File: src/rtl/serial_tx_pkg.sv
// Shared constants and carrier types for the secondary serial transmit slot map
package serial_tx_pkg;

    localparam int NUM_CH = 3;
    localparam int SAMPLE_W = 32;
    localparam int CNT_W = 11;
    localparam int HALF_SLOTS = 16;
    localparam int TDM_SLOTS = 32;
    localparam int I2S_DELAY = 1;
    localparam int PADDR_W = 12;

    // Register indices; byte address is four times the index
    localparam logic [7:0] IDX_FMT = 8'h1B;
    localparam logic [7:0] IDX_OFFSET = 8'h1C;
    localparam logic [7:0] IDX_PINSEL = 8'h1D;
    localparam logic [7:0] IDX_CH1 = 8'h1E;
    localparam logic [7:0] IDX_CH2 = 8'h1F;
    localparam logic [7:0] IDX_CH3 = 8'h20;

    localparam logic [PADDR_W-1:0] ADDR_FMT = {2'h0, IDX_FMT, 2'h0};
    localparam logic [PADDR_W-1:0] ADDR_OFFSET = {2'h0, IDX_OFFSET, 2'h0};
    localparam logic [PADDR_W-1:0] ADDR_PINSEL = {2'h0, IDX_PINSEL, 2'h0};
    localparam logic [PADDR_W-1:0] ADDR_CH1 = {2'h0, IDX_CH1, 2'h0};
    localparam logic [PADDR_W-1:0] ADDR_CH2 = {2'h0, IDX_CH2, 2'h0};
    localparam logic [PADDR_W-1:0] ADDR_CH3 = {2'h0, IDX_CH3, 2'h0};

    localparam logic [7:0] RST_CH1 = 8'h00;
    localparam logic [7:0] RST_CH2 = 8'h01;
    localparam logic [7:0] RST_CH3 = 8'h02;
    localparam logic [7:0] RST_PINSEL = 8'h00;
    localparam logic [7:0] RST_OFFSET = 8'h00;

    // Writable bits of each register; everything else reads zero
    localparam logic [7:0] MASK_CH12 = 8'h3F;
    localparam logic [7:0] MASK_CH3 = 8'h7F;
    localparam logic [7:0] MASK_PINSEL = 8'h07;
    localparam logic [7:0] MASK_OFFSET = 8'h1F;
    localparam logic [7:0] MASK_FMT = 8'h03;

    localparam int SRC_BIT = 5;
    localparam int SRC3_HI = 6;
    localparam int SLOT_HI = 4;

    localparam logic [1:0] SRC3_OFF = 2'h0;
    localparam logic [1:0] SRC3_ADC = 2'h1;
    localparam logic [1:0] SRC3_VBAT = 2'h2;

    typedef enum logic [1:0] {
        FMT_TDM,
        FMT_I2S,
        FMT_LEFT_JUSTIFIED,
        FMT_RSVD
    } fmt_t;

    typedef struct packed {
        logic [SAMPLE_W-1:0] vbat;
        logic [NUM_CH-1:0][SAMPLE_W-1:0] adc;
    } sample_t;

    typedef struct packed {
        logic psel;
        logic penable;
        logic pwrite;
        logic [PADDR_W-1:0] paddr;
        logic [31:0] pwdata;
    } apb_req_t;

    typedef struct packed {
        logic [31:0] prdata;
        logic pready;
        logic pslverr;
    } apb_rsp_t;

    typedef struct packed {
        logic drive;
        logic bit_val;
    } lane_t;

endpackage : serial_tx_pkg

File: src/rtl/serial_tx_slot_map.sv
// Secondary serial port transmit slot map with APB register file
//
// Behaviour
// - Reserved upper bits of channel registers read zero; writes to them are dropped.
// - Channel one source bit 5: zero tri-states, one sends converter channel one.
// - Channel two source bit: zero tri-states, one sends converter channel two.
// - Channel three bits 6-5: off, converter three, battery voltage; three reserved.
// - Bits 4-0 of each channel register pick the frame slot.
// - TDM and reserved-format code N is slot N; I2S and left-justified split codes into left and right halves.
// - Channel two register resets to 0x01: off, slot one.
// - Channel three register resets to 0x02: off, slot two.
// - Channel one slot field resets to zero.
// - Per-channel pin bit routes channel to primary or second data output.
// - Five-bit offset delays slot zero MSB by 0 to 31 bit clocks.
module serial_tx_slot_map
    import serial_tx_pkg::*;
#(
    parameter int WORD_BITS = 32
) (
    input wire logic clk_i,
    input wire logic nrst_i,
    input wire apb_req_t apb_i,
    output apb_rsp_t apb_o,
    input wire logic bclk_i,
    input wire logic fsync_i,
    input wire sample_t samples_i,
    output logic dout_o,
    output logic dout_oe_o,
    output logic second_data_out_o,
    output logic second_data_out_oe_o
);

    generate
        if (WORD_BITS != 16 && WORD_BITS != 20 && WORD_BITS != 24 && WORD_BITS != 32)
        begin : g_bad_word
            $error("WORD_BITS must be 16, 20, 24 or 32");
        end
    endgenerate

    typedef struct packed {
        logic [NUM_CH-1:0][7:0] cfg;
        logic [NUM_CH-1:0] pinsel;
        logic [4:0] offset;
        fmt_t fmt;
        logic bclk_d;
        logic fsync_d;
        logic [CNT_W-1:0] cnt;
        logic half;
        logic in_frame;
        sample_t samples;
        logic dout;
        logic dout_oe;
        logic sec_dout;
        logic sec_dout_oe;
        logic [31:0] prdata;
    } state_t;

    localparam state_t RST_STATE = '{
        cfg: {RST_CH3, RST_CH2, RST_CH1},
        pinsel: RST_PINSEL[NUM_CH-1:0],
        offset: RST_OFFSET[4:0],
        fmt: FMT_TDM,
        bclk_d: 1'b0,
        fsync_d: 1'b0,
        cnt: '0,
        half: 1'b0,
        in_frame: 1'b0,
        samples: '0,
        dout: 1'b0,
        dout_oe: 1'b0,
        sec_dout: 1'b0,
        sec_dout_oe: 1'b0,
        prdata: 32'h0000_0000
    };

    state_t s_r;
    state_t s_nxt;

    logic setup;
    logic access;
    logic mapped;
    logic [7:0] rd_val;
    logic bclk_rise;
    logic bclk_fall;
    logic fs_rise;
    logic fs_fall;
    logic start_left;
    logic start_right;
    logic [CNT_W-1:0] delay;
    logic [CNT_W-1:0] pos;
    logic [CNT_W-1:0] slot;
    logic [4:0] bitidx;
    logic [4:0] code;
    logic code_valid;
    lane_t [NUM_CH-1:0] lanes;

    assign setup = apb_i.psel && !apb_i.penable;
    assign access = apb_i.psel && apb_i.penable;

    // Read decode; unused bits come back as zero
    always_comb begin
        mapped = 1'b1;
        rd_val = 8'h00;
        case (apb_i.paddr)
            ADDR_CH1: begin
                rd_val = s_r.cfg[0] & MASK_CH12;
            end
            ADDR_CH2: begin
                rd_val = s_r.cfg[1] & MASK_CH12;
            end
            ADDR_CH3: begin
                rd_val = s_r.cfg[2] & MASK_CH3;
            end
            ADDR_PINSEL: begin
                rd_val = {5'h00, s_r.pinsel};
            end
            ADDR_OFFSET: begin
                rd_val = {3'h0, s_r.offset};
            end
            ADDR_FMT: begin
                rd_val = {6'h00, s_r.fmt};
            end
            default: begin
                mapped = 1'b0;
            end
        endcase
    end

    assign apb_o.prdata = s_r.prdata;
    assign apb_o.pready = access;
    assign apb_o.pslverr = access && !mapped;

    assign bclk_rise = bclk_i && !s_r.bclk_d;
    assign bclk_fall = !bclk_i && s_r.bclk_d;
    assign fs_rise = bclk_rise && fsync_i && !s_r.fsync_d;
    assign fs_fall = bclk_rise && !fsync_i && s_r.fsync_d;

    // Frame and half starts by format; a reserved format behaves as TDM
    always_comb begin
        start_left = fs_rise;
        start_right = 1'b0;
        case (s_r.fmt)
            FMT_I2S: begin
                start_left = fs_fall;
                start_right = fs_rise;
            end
            FMT_LEFT_JUSTIFIED: begin
                start_left = fs_rise;
                start_right = fs_fall;
            end
            default: begin
                start_left = fs_rise;
                start_right = 1'b0;
            end
        endcase
    end

    // slot zero MSB shifted by the programmed offset
    assign delay = CNT_W'(s_r.offset) + ((s_r.fmt == FMT_I2S) ? CNT_W'(I2S_DELAY) : '0);
    assign pos = s_r.cnt - delay;
    assign slot = CNT_W'(pos / CNT_W'(WORD_BITS));
    assign bitidx = 5'(pos % CNT_W'(WORD_BITS));

    always_comb begin
        code = slot[4:0];
        code_valid = 1'b0;
        if (s_r.in_frame && s_r.cnt >= delay) begin
            if (s_r.fmt == FMT_I2S || s_r.fmt == FMT_LEFT_JUSTIFIED) begin
                code_valid = slot < CNT_W'(HALF_SLOTS);
                code = {s_r.half, slot[3:0]};
            end else begin
                code_valid = slot < CNT_W'(TDM_SLOTS);
                code = slot[4:0];
            end
        end
    end

    generate
        for (genvar g = 0; g < NUM_CH; g++) begin : g_lane
            tx_slot_lane #(
                .CHAN(g)
            ) u_lane (
                .cfg_i(s_r.cfg[g]),
                .code_i(code),
                .valid_i(code_valid),
                .bitidx_i(bitidx),
                .samples_i(s_r.samples),
                .lane_o(lanes[g])
            );
        end
    endgenerate

    always_comb begin
        s_nxt = s_r;
        s_nxt.bclk_d = bclk_i;
        if (setup) begin
            s_nxt.prdata = {24'h000000, rd_val};
        end
        if (access && apb_i.pwrite) begin
            // reserved positions are masked off on write
            case (apb_i.paddr)
                ADDR_CH1: begin
                    s_nxt.cfg[0] = apb_i.pwdata[7:0] & MASK_CH12;
                end
                ADDR_CH2: begin
                    s_nxt.cfg[1] = apb_i.pwdata[7:0] & MASK_CH12;
                end
                ADDR_CH3: begin
                    s_nxt.cfg[2] = apb_i.pwdata[7:0] & MASK_CH3;
                end
                ADDR_PINSEL: begin
                    s_nxt.pinsel = apb_i.pwdata[NUM_CH-1:0];
                end
                ADDR_OFFSET: begin
                    s_nxt.offset = apb_i.pwdata[4:0];
                end
                ADDR_FMT: begin
                    s_nxt.fmt = fmt_t'(apb_i.pwdata[1:0] & MASK_FMT[1:0]);
                end
                default: begin
                    s_nxt.prdata = s_nxt.prdata;
                end
            endcase
        end
        if (bclk_rise) begin
            s_nxt.fsync_d = fsync_i;
            if (start_left || start_right) begin
                s_nxt.cnt = '0;
                s_nxt.half = start_right;
                s_nxt.in_frame = 1'b1;
                if (start_left) begin
                    s_nxt.samples = samples_i;
                end
            end else if (s_r.in_frame && s_r.cnt != '1) begin
                s_nxt.cnt = s_r.cnt + 1'b1;
            end
        end
        if (bclk_fall) begin
            s_nxt.dout_oe = 1'b0;
            s_nxt.sec_dout_oe = 1'b0;
            // route each lane to its pin, lowest channel wins a clash
            for (int i = NUM_CH - 1; i >= 0; i--) begin
                if (lanes[i].drive && s_r.pinsel[i]) begin
                    s_nxt.sec_dout_oe = 1'b1;
                    s_nxt.sec_dout = lanes[i].bit_val;
                end else if (lanes[i].drive) begin
                    s_nxt.dout_oe = 1'b1;
                    s_nxt.dout = lanes[i].bit_val;
                end
            end
        end
    end

    always_ff @(posedge clk_i or negedge nrst_i) begin
        if (!nrst_i) begin
            s_r <= RST_STATE;
        end else begin
            s_r <= s_nxt;
        end
    end

    assign dout_o = s_r.dout;
    assign dout_oe_o = s_r.dout_oe;
    assign second_data_out_o = s_r.sec_dout;
    assign second_data_out_oe_o = s_r.sec_dout_oe;

    logic all_off;
    assign all_off = !s_r.cfg[0][SRC_BIT] && !s_r.cfg[1][SRC_BIT]
        && (s_r.cfg[2][SRC3_HI:SRC_BIT] == SRC3_OFF || s_r.cfg[2][SRC3_HI:SRC_BIT] == 2'h3);
endmodule : serial_tx_slot_map

File: src/rtl/tx_slot_lane.sv
// One transmit channel: source decode and slot match for the current bit
module tx_slot_lane
    import serial_tx_pkg::*;
#(
    parameter int CHAN = 0
) (
    input wire logic [7:0] cfg_i,
    input wire logic [4:0] code_i,
    input wire logic valid_i,
    input wire logic [4:0] bitidx_i,
    input wire sample_t samples_i,
    output lane_t lane_o
);

    generate
        if (CHAN < 0 || CHAN >= NUM_CH) begin : g_bad_chan
            $error("tx_slot_lane CHAN out of range");
        end
    endgenerate

    logic active;
    logic [SAMPLE_W-1:0] word;
    logic [4:0] sel;

    always_comb begin
        active = 1'b0;
        word = samples_i.adc[CHAN];
        if (CHAN == 2) begin
            // three-way source, code 3 stays silent
            case (cfg_i[SRC3_HI:SRC_BIT])
                SRC3_ADC: begin
                    active = 1'b1;
                end
                SRC3_VBAT: begin
                    active = 1'b1;
                    word = samples_i.vbat;
                end
                default: begin
                    active = 1'b0;
                end
            endcase
        end else begin
            // one-bit source for channel one and for channel two
            active = cfg_i[SRC_BIT];
        end
    end

    assign sel = 5'(SAMPLE_W - 1) - bitidx_i;

    // drive only in the slot the channel is assigned to
    // an off channel never drives its slot
    assign lane_o.drive = active && valid_i && (code_i == cfg_i[SLOT_HI:0]);
    assign lane_o.bit_val = word[sel];

endmodule : tx_slot_lane

File: config.mk
export PLATFORM = sky130hd
export DESIGN_NAME = serial_tx_slot_map
export DESIGN_NICKNAME = d
export VERILOG_FILES = /design/src/rtl/serial_tx_pkg.sv /design/src/rtl/serial_tx_slot_map.sv /design/src/rtl/tx_slot_lane.sv
export SDC_FILE = /design/constraint.sdc
export NUM_CORES = 1
export LEC_CHECK = 0
export BUFFER_PORTS_ARGS = -buffer_cell sky130_fd_sc_hd__buf_2
export CORE_ASPECT_RATIO = 0.6
export CORE_MARGIN = 3
export CORE_UTILIZATION = 56
export CTS_BUF_LIST = sky130_fd_sc_hd__clkbuf_8
export DETAILED_ROUTE_END_ITERATION = 10
export GPL_TIMING_DRIVEN = 0
export PLACE_DENSITY_LB_ADDON = 0.08
export SLEW_MARGIN = 20
export SYNTH_ARGS = -nofsm -noshare
export SYNTH_HDL_FRONTEND = slang
export SYNTH_SLANG_ARGS = --single-unit
File: constraint.sdc
create_clock -name clk_i -period 5.4 [get_ports clk_i]
set_clock_uncertainty 0.2 [all_clocks]
set_input_delay 0.27 -clock clk_i [delete_from_list [all_inputs] [get_ports clk_i]]
set_output_delay 0.27 -clock clk_i [all_outputs]
set_load 0.01 [all_outputs]
==> results.md, run 1 <==
* Synth Cell Area at 9500 um2
* Nets at 1255
* Max IR drop VDD at approximately 0.00022 V
* Top cells by area, synth: dfrtp_1 48%, mux2_2 18%, mux4_2 8.8%
* Yosys top cell by area: dfrtp_1
* Critical Path RT at roughly 5.5 ns
* WS Path Type: reg -> reg
* Yosys warns at 0
* DRC Markers at 0
* Clk slew on worst S/H paths at around 0.10 ns
* Die height at approximately 110 um
* Distinct cell type count after synthesis at 71
* CP Launch Type: register
* IO Port Bufs at ~170
* Std-Cell Rows at 36
* Fillers at 1048
* Worst-case clock buffer depth at 2
* Power per cell area at roughly 350 nW/um2
* Setup violators final at 0
* Initial Util at about 58%
* Most common cell in the netlist: dfrtp_1
* Via density at approximately 5.6
* Area growth, synth to finish at 31.6%
* Routed via count at between 7000 and 8000
* Fin. Hold Viols at 0
* Placed Instances at 1133
* Async SR Flop Fraction at between 90% and 100%
* Sequential fraction of the synthesis area at 48.2%
* Share of the clock period used by the worst path at 94.4%
* GRT Util Overall at ~30%
* Total core area at ~16000 um2
* Hold_ws at between 0.05 and 0.06 ns
* Die width at around 170 um
* Wirelength, routed at roughly 26000 um
* Top Ports at between 200 and 250
* Synthesized instance count at a little over 700
* Worst hold path class: in -> reg
* Initial antenna violation count at 3
* Average size of a mapped cell at 13.3 um2
* Total of max-cap violations at 0
* Number of flops mapped to enable cells by yosys at 0
* Element type at the critical path end: register
* Grt total ovfl at 0
* Final core utilization at 76.0%
* Outcome: completed
* Largest net degree at the start of global routing at approximately 100
* Synth Register Bits at 183
* Unrepaired setup endpoints after global routing: no
* CP Max Fanout at 10
* Hpwl dp at 18400 um
* Routed WL per cell at just over 20 um
* Number of nets with antenna violations after routing at 0
* Clock latency at the later pin of the worst-skew pair at between 0.4 and 0.5 ns
* First-pass GRT wire length at between 40000 and 50000 um
* Area share of the largest cell type after synthesis at 47.7%
* Top FF cell, synth: dfrtp_1
* CTS tree: built
* Post-synth top cells: 181 x dfrtp_1, 156 x mux2_2, 37 x mux4_2
* Setup TNS at 0 ns
* Non-Filler Instances at between 1000 and 1500
* Min Tclk post-route at a little over 5 ns
* Die ar. at 18600 um2
* Vias in the first global route at a little under 8000
* Worst slew pin tran at 1.08 ns
* RePlAce Congestion at between 0.8 and 0.9
* Layout cells sized above 1 at around 42%
* Post-cts gate resize count at 0
* Achievable Freq at just under 0.2 GHz
* Total CTS buffers at 17
* Slew margin rel. at between 20% and 30%
* Arrival time worst endpoint at 5.24 ns
* DRT iter0 DRCs at around 560
* # H-tree levels at 4
* Drt pass-1 iters at 6
* Final Max Tran Viols at 0
* Leak at about 5.7 nW
* Root Driver: clkbuf_8
* Clk sink count at roughly 180
through the flow:
| stage | power [W] | setup slack [ns] | area (um2) |
|---|---|---|---|
| 4_1_cts | 0.00438 | 0.358 | 12500 |
| 3_5_place_dp | 0.00342 | 0.428 | 10700 |
| 6_report | 0.00439 | 0.301 | 12500 |
| 2_1_floorplan | 0.00294 | 1.32 | 9590 |
| 5_1_grt | 0.00462 | 0.227 | 12500 |
| 3_3_place_gp | 0.00336 | 0.469 | 10700 |
layout by cell type, fill, tap and decap left out, types with 7 or more instances in the layout:
| cell type | n |
|---|---|
| nor2_1 | 27 |
| mux2_2 | 156 |
| nand2_1 | 27 |
| buf_4 | 33 |
| mux4_2 | 37 |
| clkbuf_8 | 17 |
| or3_1 | 8 |
| clkbuf_1 | 22 |
| ha_1 | 13 |
| dlygate4sd3_1 | 138 |
| mux2i_1 | 15 |
| xor2_1 | 15 |
| o21ai_0 | 10 |
| a21oi_1 | 13 |
| buf_2 | 174 |
| dfrtp_1 | 181 |
| nand2b_1 | 7 |
| conb_1 | 25 |
| nand3_1 | 10 |
| xnor2_1 | 18 |
| inv_1 | 14 |
power by group:
part	leakage [nW]	switching, W	internal (W)
logic	3.28	0.000809	0.000892
clock network	0.195	0.000548	0.000338
registers	2.26	0.000163	0.00164
repair_timing:
| action | CTS | global route |
|---|---|---|
| buffers inserted | 0 | 0 |
| hold endpoints to repair | 240 | 0 |
| hold buffers | 138 | 0 |
| endpoints found under the setup margin | 0 | 0 |
per-layer routing:
layer  routed length [um]  up-vias  global-route usage, %
met1                12000     3731                   41.6
met5                    0        -                      0
met3                 1890       25                   6.44
li1                     -     3274                      -
met2                12100      273                   46.6
met4                  314        0                   6.36
path summary, 6_finish.rpt:
path	start	end	slack, ns	cells past startpoint
min reg2reg	apb_o[6]$_DFFE_PN0P_	apb_o[6]$_DFFE_PN0P_	0.30	2
min	apb_i[36]	s_r[210]$_DFFE_PN0P_	0.06	3
max reg2reg	s_r[180]$_DFFE_PN0P_	second_data_out_o$_DFFE_PN0P_	0.30	13
min in group asynchronous	nrst_i	apb_o[8]$_DFFE_PN0P_	0.17	2
max in group asynchronous	nrst_i	s_r[159]$_DFFE_PN0P_	3.92	3
max	s_r[180]$_DFFE_PN0P_	second_data_out_o$_DFFE_PN0P_	0.30	13
worst max-delay path, cell delays in order, from the launching register on:
cell and delay, ns:
dfrtp_1 0.44, inv_1 0.08, ha_1 0.25, ha_1 0.21, ha_1 0.32, fa_1 0.52
clkbuf_1 0.55, clkbuf_1 0.67, mux4_2 0.43, mux4_2 0.50, mux2i_1 0.28, nand4_1 0.14
o31a_1 0.12, mux2_4 0.25
cell type report:
| type | instances | area [um2] | share of cell area (%) |
|---|---|---|---|
| sequential | 183 | 4580 | 36.6 |
| timing repair buffer | 305 | 2250 | 18.0 |
| inverter | 13 | 48.8 | 0.390 |
| multi-input combinational | 476 | 4570 | 36.6 |
| tap | 228 | 285 | 2.28 |
| clock buffer | 17 | 234 | 1.87 |
| buffer | 66 | 390 | 3.12 |
| antenna | 3 | 7.51 | 0.0600 |
| clock inverter | 15 | 134 | 1.07 |
logic make-up after synthesis:
logic type	after synthesis	share of synthesized area (%)
xor+xnor	35	3.52
simple gates	128	7.51
compound gates	63	4.91
flops	183	48.2
other cells	1	0.0395
fa+ha+maj	14	1.92
mux	211	29.3
buf+inv	79	4.62
registers in the layout (all words and copies together) (netlist names):
| register | count |
|---|---|
| s_r | 172 |
| apb_o | 7 |
| dout_o | 1 |
| dout_oe_o | 1 |
| second_data_out_o | 1 |
| second_data_out_oe_o | 1 |
Power figures use the tool's default switching activity.
==> run 2: changes to the inputs <==
- PLACE_DENSITY_LB_ADDON: 0.08 -> 0.1
==> run 2 against run 1 <==
  * Sequential power hardly changed
  * Core utilization is 0.46 points higher
  * Critical path depth stayed put
  * First-iteration DRC count is 18% higher
  * Sequential share of layout area is 0.22 points lower
  * Clock-buffer cell count is 4 higher
  * Via count is 0.16% lower
  * Cell count hardly changed
  * Clock power is 9.5% higher
  * Combinational power hardly changed
  * Non-clock buffer count is 2 higher
  * Largest cell class unchanged
  * Highest routed layer unchanged
==> results.md, run 2 (synthesized netlist as in run 1, its figures left out) <==
* Outcome: completed
* Critical Path Start: s_r[180]$_DFFE_PN0P_
* Setup violators final at 0 (unchanged)
* Final Max Tran Viols at 0 (unchanged)
* Clock latency at the later pin of the worst-skew pair at 0.47 ns (about the same)
* Setup TNS at 0 ns (unchanged)
* Initial Util at 57.8% (unchanged)
* Worst hold start: apb_i[46]
* Nets at 1257 (+0.16%)
* DRC Markers at 0 (unchanged)
* Switching Fraction at 33.0% (-1.7 points)
* Most common cell after layout, fill and taps aside: dfrtp_1
* Top Ports at 217 (unchanged)
* Arrival time worst endpoint at 5.08 ns (-0.16 ns)
* Routed WL per cell at 20.1 um (-0.25%)
* Power per cell area at 355 nW/um2 (+1.2%)
* Post-CTS setup buffer count at 0 (unchanged)
* Max reg flops at 172 (unchanged)
* Routed via count at 7291 (-0.16%)
* Hpwl dp at 17900 um (-2.6%)
* Seq pwr share at 40.4% (-0.7 points)
* Critical Path RT at 5.55 ns (about the same)
* DRT iter0 DRCs at 659 (+18%)
* Cell count of the worst reg-to-reg path at 13 (unchanged)
* Die ar. at 18600 um2 (unchanged)
* Number of nets with antenna violations after routing at 0 (unchanged)
* Global routing's busiest layer: met2
* GRT Util Overall at 29.3% (+0.16 points)
* Routing usage on met3 at 6.97% (+0.53 points)
* Fin. Hold Viols at 0 (unchanged)
* Post-cts gate resize count at 0 (unchanged)
* Area growth, synth to finish at 32.4%
* Most flop-heavy register: s_r
* Combinational share of power at 37.9% (-0.8 points)
* Pre-CTS setup slack at 0.549 ns (+0.121 ns)
* Largest net degree at the start of global routing at 105 (+1.9%)
* Die width at 174 um (unchanged)
* NetSw at 0.00147 W (-3.1%)
* CTS tree: built
* Clock power share at 21.7% (+1.5 points)
* Clk sink count at 183 (unchanged)
* Worst hold path class: in -> reg
* Clk slew on worst S/H paths at 0.10 ns (about the same)
* Unrepaired setup endpoints after global routing: no
* Layout cells sized above 1 at 42.2% (+0.15 points)
* Met1 GRT Util at 41.4% (-0.15 points)
* WS Path Type: reg -> reg
* Worst hold path depth at 4 (+1)
* # H-tree levels at 4 (unchanged)
* RePlAce Congestion at 0.917 (+7.0%)
* Wirelength, routed at 26200 um (-0.33%)
* Max IR drop VDD at 0.000181 V (-17%)
* Fillers at 1023 (-2.4%)
* Min Tclk post-route at 4.93 ns (-0.167 ns)
* Initial antenna violation count at 2 (-1)
* Drt pass-1 iters at 6 (unchanged)
* Hold_ws at 0.0555 ns (-0.00113 ns)
* Total core area at 16400 um2 (unchanged)
* Total of max-cap violations at 0 (unchanged)
* M2 GR Usage at 46.1% (-0.53 points)
* First-pass GRT wire length at 42000 um (+0.21%)
* CP Max Fanout at 10 (unchanged)
* Via density at 5.59 (about the same)
* Element type at the critical path end: register
* Grt total ovfl at 0 (unchanged)
* Int Pwr at 0.00300 W (+4.4%)
* Die height at 107 um (unchanged)
* Worst-case clock buffer depth at 2 (unchanged)
* Share of the clock period used by the worst path at 91.3% (-3.1 points)
* Root Driver: clkbuf_8
* Post-route worst setup slack at 0.468 ns (+0.167 ns)
* CP Launch Type: register
* Total CTS buffers at 17 (unchanged)
* Leak at 5.77 nW (+0.52%)
* Vias in the first global route at 7594 (-1.5%)
* Achievable Freq at 0.203 GHz (+3.4%)
* Std-Cell Rows at 36 (unchanged)
* IO Port Bufs at 166 (unchanged)
* Worst slew pin tran at 1.11 ns (+0.0380 ns)
* Commonest non-fill, non-tap cells in the layout: 181 x dfrtp_1, 174 x buf_2, 156 x mux2_2, 139 x dlygate4sd3_1, 37 x mux4_2
* RR Startpoint: s_r[180]$_DFFE_PN0P_
* Slew margin rel. at 25.1% (-2.5 points)
run 2: changes by cell type in the layout (fill, tap and decap cells not counted), moves of 2 or more:
| cell | previous run | this run |
|---|---|---|
| clkbuf_8 | 17 | 21 |
| inv_6 | 5 | 2 |
| inv_8 | 3 | 0 |
| bufinv_16 | 0 | 2 |
| diode_2 | 3 | 1 |
run 2: worst max-delay path: stages, from the launching register on:
cell	delay [ns]
dfrtp_1	0.43
inv_1	0.06
ha_1	0.24
ha_1	0.21
ha_1	0.34
fa_1	0.52
clkbuf_1	0.50
clkbuf_1	0.63
mux4_2	0.43
mux4_2	0.50
mux2i_1	0.26
nand4_1	0.13
o31a_1	0.12
mux2_4	0.25
run 2: final timing paths:
path,slack [ns],endpoint
worst max-delay path,0.47,second_data_out_o$_DFFE_PN0P_
worst min-delay path,0.06,apb_o[7]$_DFFE_PN0P_
worst max register to register,0.47,second_data_out_o$_DFFE_PN0P_
worst min register to register,0.29,apb_o[2]$_DFFE_PN0P_
max in group asynchronous,3.98,s_r[168]$_DFFE_PN0P_
min in group asynchronous,0.23,apb_o[4]$_DFFE_PN0P_
run 2: final cells by class:
| type | instances | area [um2] | share of cell area [%] |
|---|---|---|---|
| sequential | 183 | 4580 | 36.4 |
| tap | 228 | 285 | 2.27 |
| clock inverter | 10 | 118 | 0.935 |
| clock buffer | 21 | 289 | 2.30 |
| buffer | 66 | 390 | 3.10 |
| inverter | 13 | 48.8 | 0.388 |
| timing repair buffer | 307 | 2290 | 18.2 |
| antenna | 1 | 2.50 | 0.0199 |
| multi-input combinational | 476 | 4580 | 36.4 |
run 2: power by group through the flow:
| stage | sequential, W | combinational, W | clock, W |
|---|---|---|---|
| 2_1_floorplan | 0.00177 | 0.00117 | 0 |
| 3_3_place_gp | 0.00180 | 0.00153 | 0 |
| 3_5_place_dp | 0.00182 | 0.00157 | 0 |
| 4_1_cts | 0.00180 | 0.00166 | 0.000982 |
| 5_1_grt | 0.00183 | 0.00180 | 0.00104 |
| 6_report | 0.00180 | 0.00170 | 0.000970 |
run 2: per-layer routing:
| metal | part of all wire, % | vias up |
|---|---|---|
| met5 | 0 | - |
| met3 | 8.5 | 29 |
| li1 | - | 3265 |
| met2 | 46 | 338 |
| met1 | 44 | 3659 |
| met4 | 1.4 | 0 |
run 2: timing repair:
item,in CTS,in global routing
endpoints found under the setup margin,0,0
hold buffers,139,0
endpoints found under the hold margin,263,0
run 2: through the flow:
| step | power [W] | util, % | instance area, um2 | instances |
|---|---|---|---|---|
| floorplan | 0.00294 | - | 9590 | 738 |
| detailed placement | 0.00340 | 65.5 | 10800 | 1134 |
| global placement | 0.00333 | 65.1 | 10700 | 1132 |
| CTS | 0.00444 | 76.5 | 12600 | 1304 |
| global route | 0.00467 | 76.5 | 12600 | 1305 |
| finish | 0.00447 | 76.5 | 12600 | 1305 |
==> run 3: changes to the inputs <==
- CORE_UTILIZATION: 56 -> 58
- clock period: 5.4 -> 5.9 ns (I/O delays scaled with it)
==> run 3 against run 2 <==
  * Register-to-register slack better by 0.52 ns
  * Design area is 0.21% lower
  * Die area is 3.3% lower
  * Clock-buffer cell count is 4 lower
  * Power is 6.5% lower
  * Cell count is 2.1% lower
  * Non-clock buffer count is 2 lower
  * Clock power is 1% higher
  * Critical path depth stayed put
  * Setup slack better by 0.52 ns
  * Largest power group unchanged
  * Sequential cell count stayed put
  * Maximum frequency is 0.42% higher
==> results.md, run 3 (synthesized netlist as in run 1, its figures left out) <==
* Outcome: completed
* Area of the multi-input gates at 4570 um2 (-0.11%)
* Top Ports at 217 (unchanged)
* Slew margin rel. at 24.3% (-0.84 points)
* DRT iter0 DRCs at 625 (-5.2%)
* Critical path's largest stage delay at 0.61 ns (-0.02 ns)
* Critical Path RT at 6.06 ns (+0.51 ns)
* Critical path's most frequent cell: ha_1
* Routed WL per cell at 20.9 um (+4.5%)
* Hpwl dp at 18200 um (+2.0%)
* Post-route worst setup slack at 0.989 ns (+0.521 ns)
* Total of max-cap violations at 0 (unchanged)
* Layout cells sized above 1 at 42.1% (-0.054 points)
* Initial antenna violation count at 0 (-2)
* Min Tclk post-route at 4.91 ns (-0.0206 ns)
* CP Launch Type: register
* Drt pass-1 iters at 5 (-1)
* Worst hold path depth at 4 (unchanged)
* Number of nets with antenna violations after routing at 0 (unchanged)
* Post-DP Area at 10700 um2 (-0.55%)
* Initial Util at 60.6% (+2.8 points)
* Design area at 12600 um2 (-0.21%)
* Slowest-stage cell, CP: clkbuf_1
* Placed Instances at 1108 (-2.3%)
* Wirelength, routed at 26800 um (+2.3%)
* Post-cts gate resize count at 0 (unchanged)
* WS Path Type: reg -> reg
* DRC Markers at 0 (unchanged)
* Vias in the first global route at 7794 (+2.6%)
* Leak at 5.77 nW (+0.10%)
* Nets at 1255 (-0.16%)
* Area growth, synth to finish at 32.1%
* Arrival time worst endpoint at 5.07 ns (about the same)
* Hold_ws at 0.0961 ns (+0.0406 ns)
* Cell count of the worst reg-to-reg path at 13 (unchanged)
* ANT cells at 0 (-1)
* Most common cell after layout, fill and taps aside: dfrtp_1
* Die ar. at 18000 um2 (-3.3%)
* Share of the clock period used by the worst path at 83.2% (-8.1 points)
* CTS tree: built
* Root Driver: clkbuf_8
* Clk slew on worst S/H paths at 0.11 ns (about the same)
* Total CTS buffers at 17 (unchanged)
* Power per cell area at 333 nW/um2 (-6.3%)
* Worst slew pin tran at 1.13 ns (+0.0124 ns)
* GRT Util Overall at 30.5% (+1.2 points)
* Most flop-heavy register: s_r
* Element type at the critical path end: register
* Grt total ovfl at 0 (unchanged)
* Clock latency at the later pin of the worst-skew pair at 0.46 ns (about the same)
* Clk sink count at 183 (unchanged)
* Std-Cell Rows at 35 (-2.8%)
* Setup TNS at 0 ns (unchanged)
* Pre-CTS setup slack at 1.02 ns (+0.470 ns)
* Hold buffer count at cts at 138 (-0.72%)
* FF+latch area at 4580 um2 (unchanged)
* Achievable Freq at 0.204 GHz (+0.42%)
* Non-Filler Instances at 1278 (-2.1%)
* Worst-case clock buffer depth at 2 (unchanged)
* RePlAce Congestion at 0.879 (-4.1%)
* First-pass GRT wire length at 42000 um (unchanged)
* Fin. Hold Viols at 0 (unchanged)
* IO Port Bufs at 166 (unchanged)
* Final Max Tran Viols at 0 (unchanged)
* Unrepaired setup endpoints after global routing: no
* Total core area at 15700 um2 (-4.6%)
* Max reg flops at 172 (unchanged)
* Setup violators final at 0 (unchanged)
* Via density at 5.76 (+3.0%)
* CP Max Fanout at 10 (unchanged)
* CP cell instances: inv_1 > ha_1 > ha_1 > ha_1 > fa_1 > clkbuf_1 > clkbuf_1 > mux4_2 > mux4_2 > mux2i_1 > nand4_1 > o31a_1 > mux2_4
* Fillers at 880 (-14%)
* # H-tree levels at 4 (unchanged)
* Post-CTS setup buffer count at 0 (unchanged)
* Largest net degree at the start of global routing at 106 (+0.95%)
* Commonest non-fill, non-tap cells in the layout: 181 x dfrtp_1, 174 x buf_2, 156 x mux2_2, 138 x dlygate4sd3_1, 37 x mux4_2
* Die width at 171 um (-1.7%)
* Worst hold path class: in -> reg
* Routed via count at 7355 (+0.88%)
* Die height at 105 um (-1.6%)
* Max IR drop VDD at 0.000173 V (-4.4%)
## run 3: cell types whose count changed in the layout (fill, tap and decap cells not counted), sizes merged
cell         previous run  this run
dlygate4sd3           139       138
diode                   1         0
bufinv                  2         3
buf                   212       211
clkinv                  5         2
clkinvlp                1         0
inv                    15        23
clkbuf                 43        39
## run 3: per-layer routing
layer | up-vias | global-route usage [%] | share of wire (%)
met5 | - | 0 | 0
met4 | 0 | 6.72 | 1.6
met3 | 37 | 7.11 | 7.4
met2 | 339 | 48.4 | 47
met1 | 3724 | 43.3 | 44
li1 | 3255 | - | -
## run 3: metrics by stage
step	power (W)	util, %
after floorplan	0.00269	-
after global placement	0.00305	68.1
after detailed placement	0.00311	68.3
after CTS	0.00414	80.1
after global routing	0.00438	80.1
final	0.00418	80.1
## run 3: worst paths after layout
| check | slack (ns) | startpoint | end |
|---|---|---|---|
| setup / recovery | 0.99 | s_r[180]$_DFFE_PN0P_ | second_data_out_o$_DFFE_PN0P_ |
| hold / removal | 0.1 | apb_i[36] | s_r[210]$_DFFE_PN0P_ |
| setup reg to reg | 0.99 | s_r[180]$_DFFE_PN0P_ | second_data_out_o$_DFFE_PN0P_ |
| hold reg to reg | 0.29 | apb_o[2]$_DFFE_PN0P_ | apb_o[2]$_DFFE_PN0P_ |
| max in group asynchronous | 4.39 | nrst_i | s_r[144]$_DFFE_PN0P_ |
| min in group asynchronous | 0.18 | nrst_i | apb_o[5]$_DFFE_PN0P_ |
## run 3: area by class of cell
type / count / area share (%)
Timing Repair Buffer: 305 / 17.9
Multi-Input combinational cell: 476 / 36.4
Tap cell: 203 / 2.02
Buffer: 66 / 3.11
Clock inverter: 15 / 1.77
Clock buffer: 17 / 1.86
Inverter: 13 / 0.389
Sequential cell: 183 / 36.5
## run 3: worst max-delay path, delay by kind of cell, from the launching register on
family,cells,cell delay (ns)
muxes,4,1.44
adders and majority gates,4,1.27
buffers and inverters,3,1.17
DFF,1,0.46
and+or+nand+nor,1,0.13
AOI/OAI and AO/OA,1,0.12
## run 3: power breakdown
group	leakage [nW]	internal, W	switching [W]
clock	0.231	0.000448	0.000533
sequential	2.26	0.00150	0.000155
combinational	3.28	0.000816	0.000724
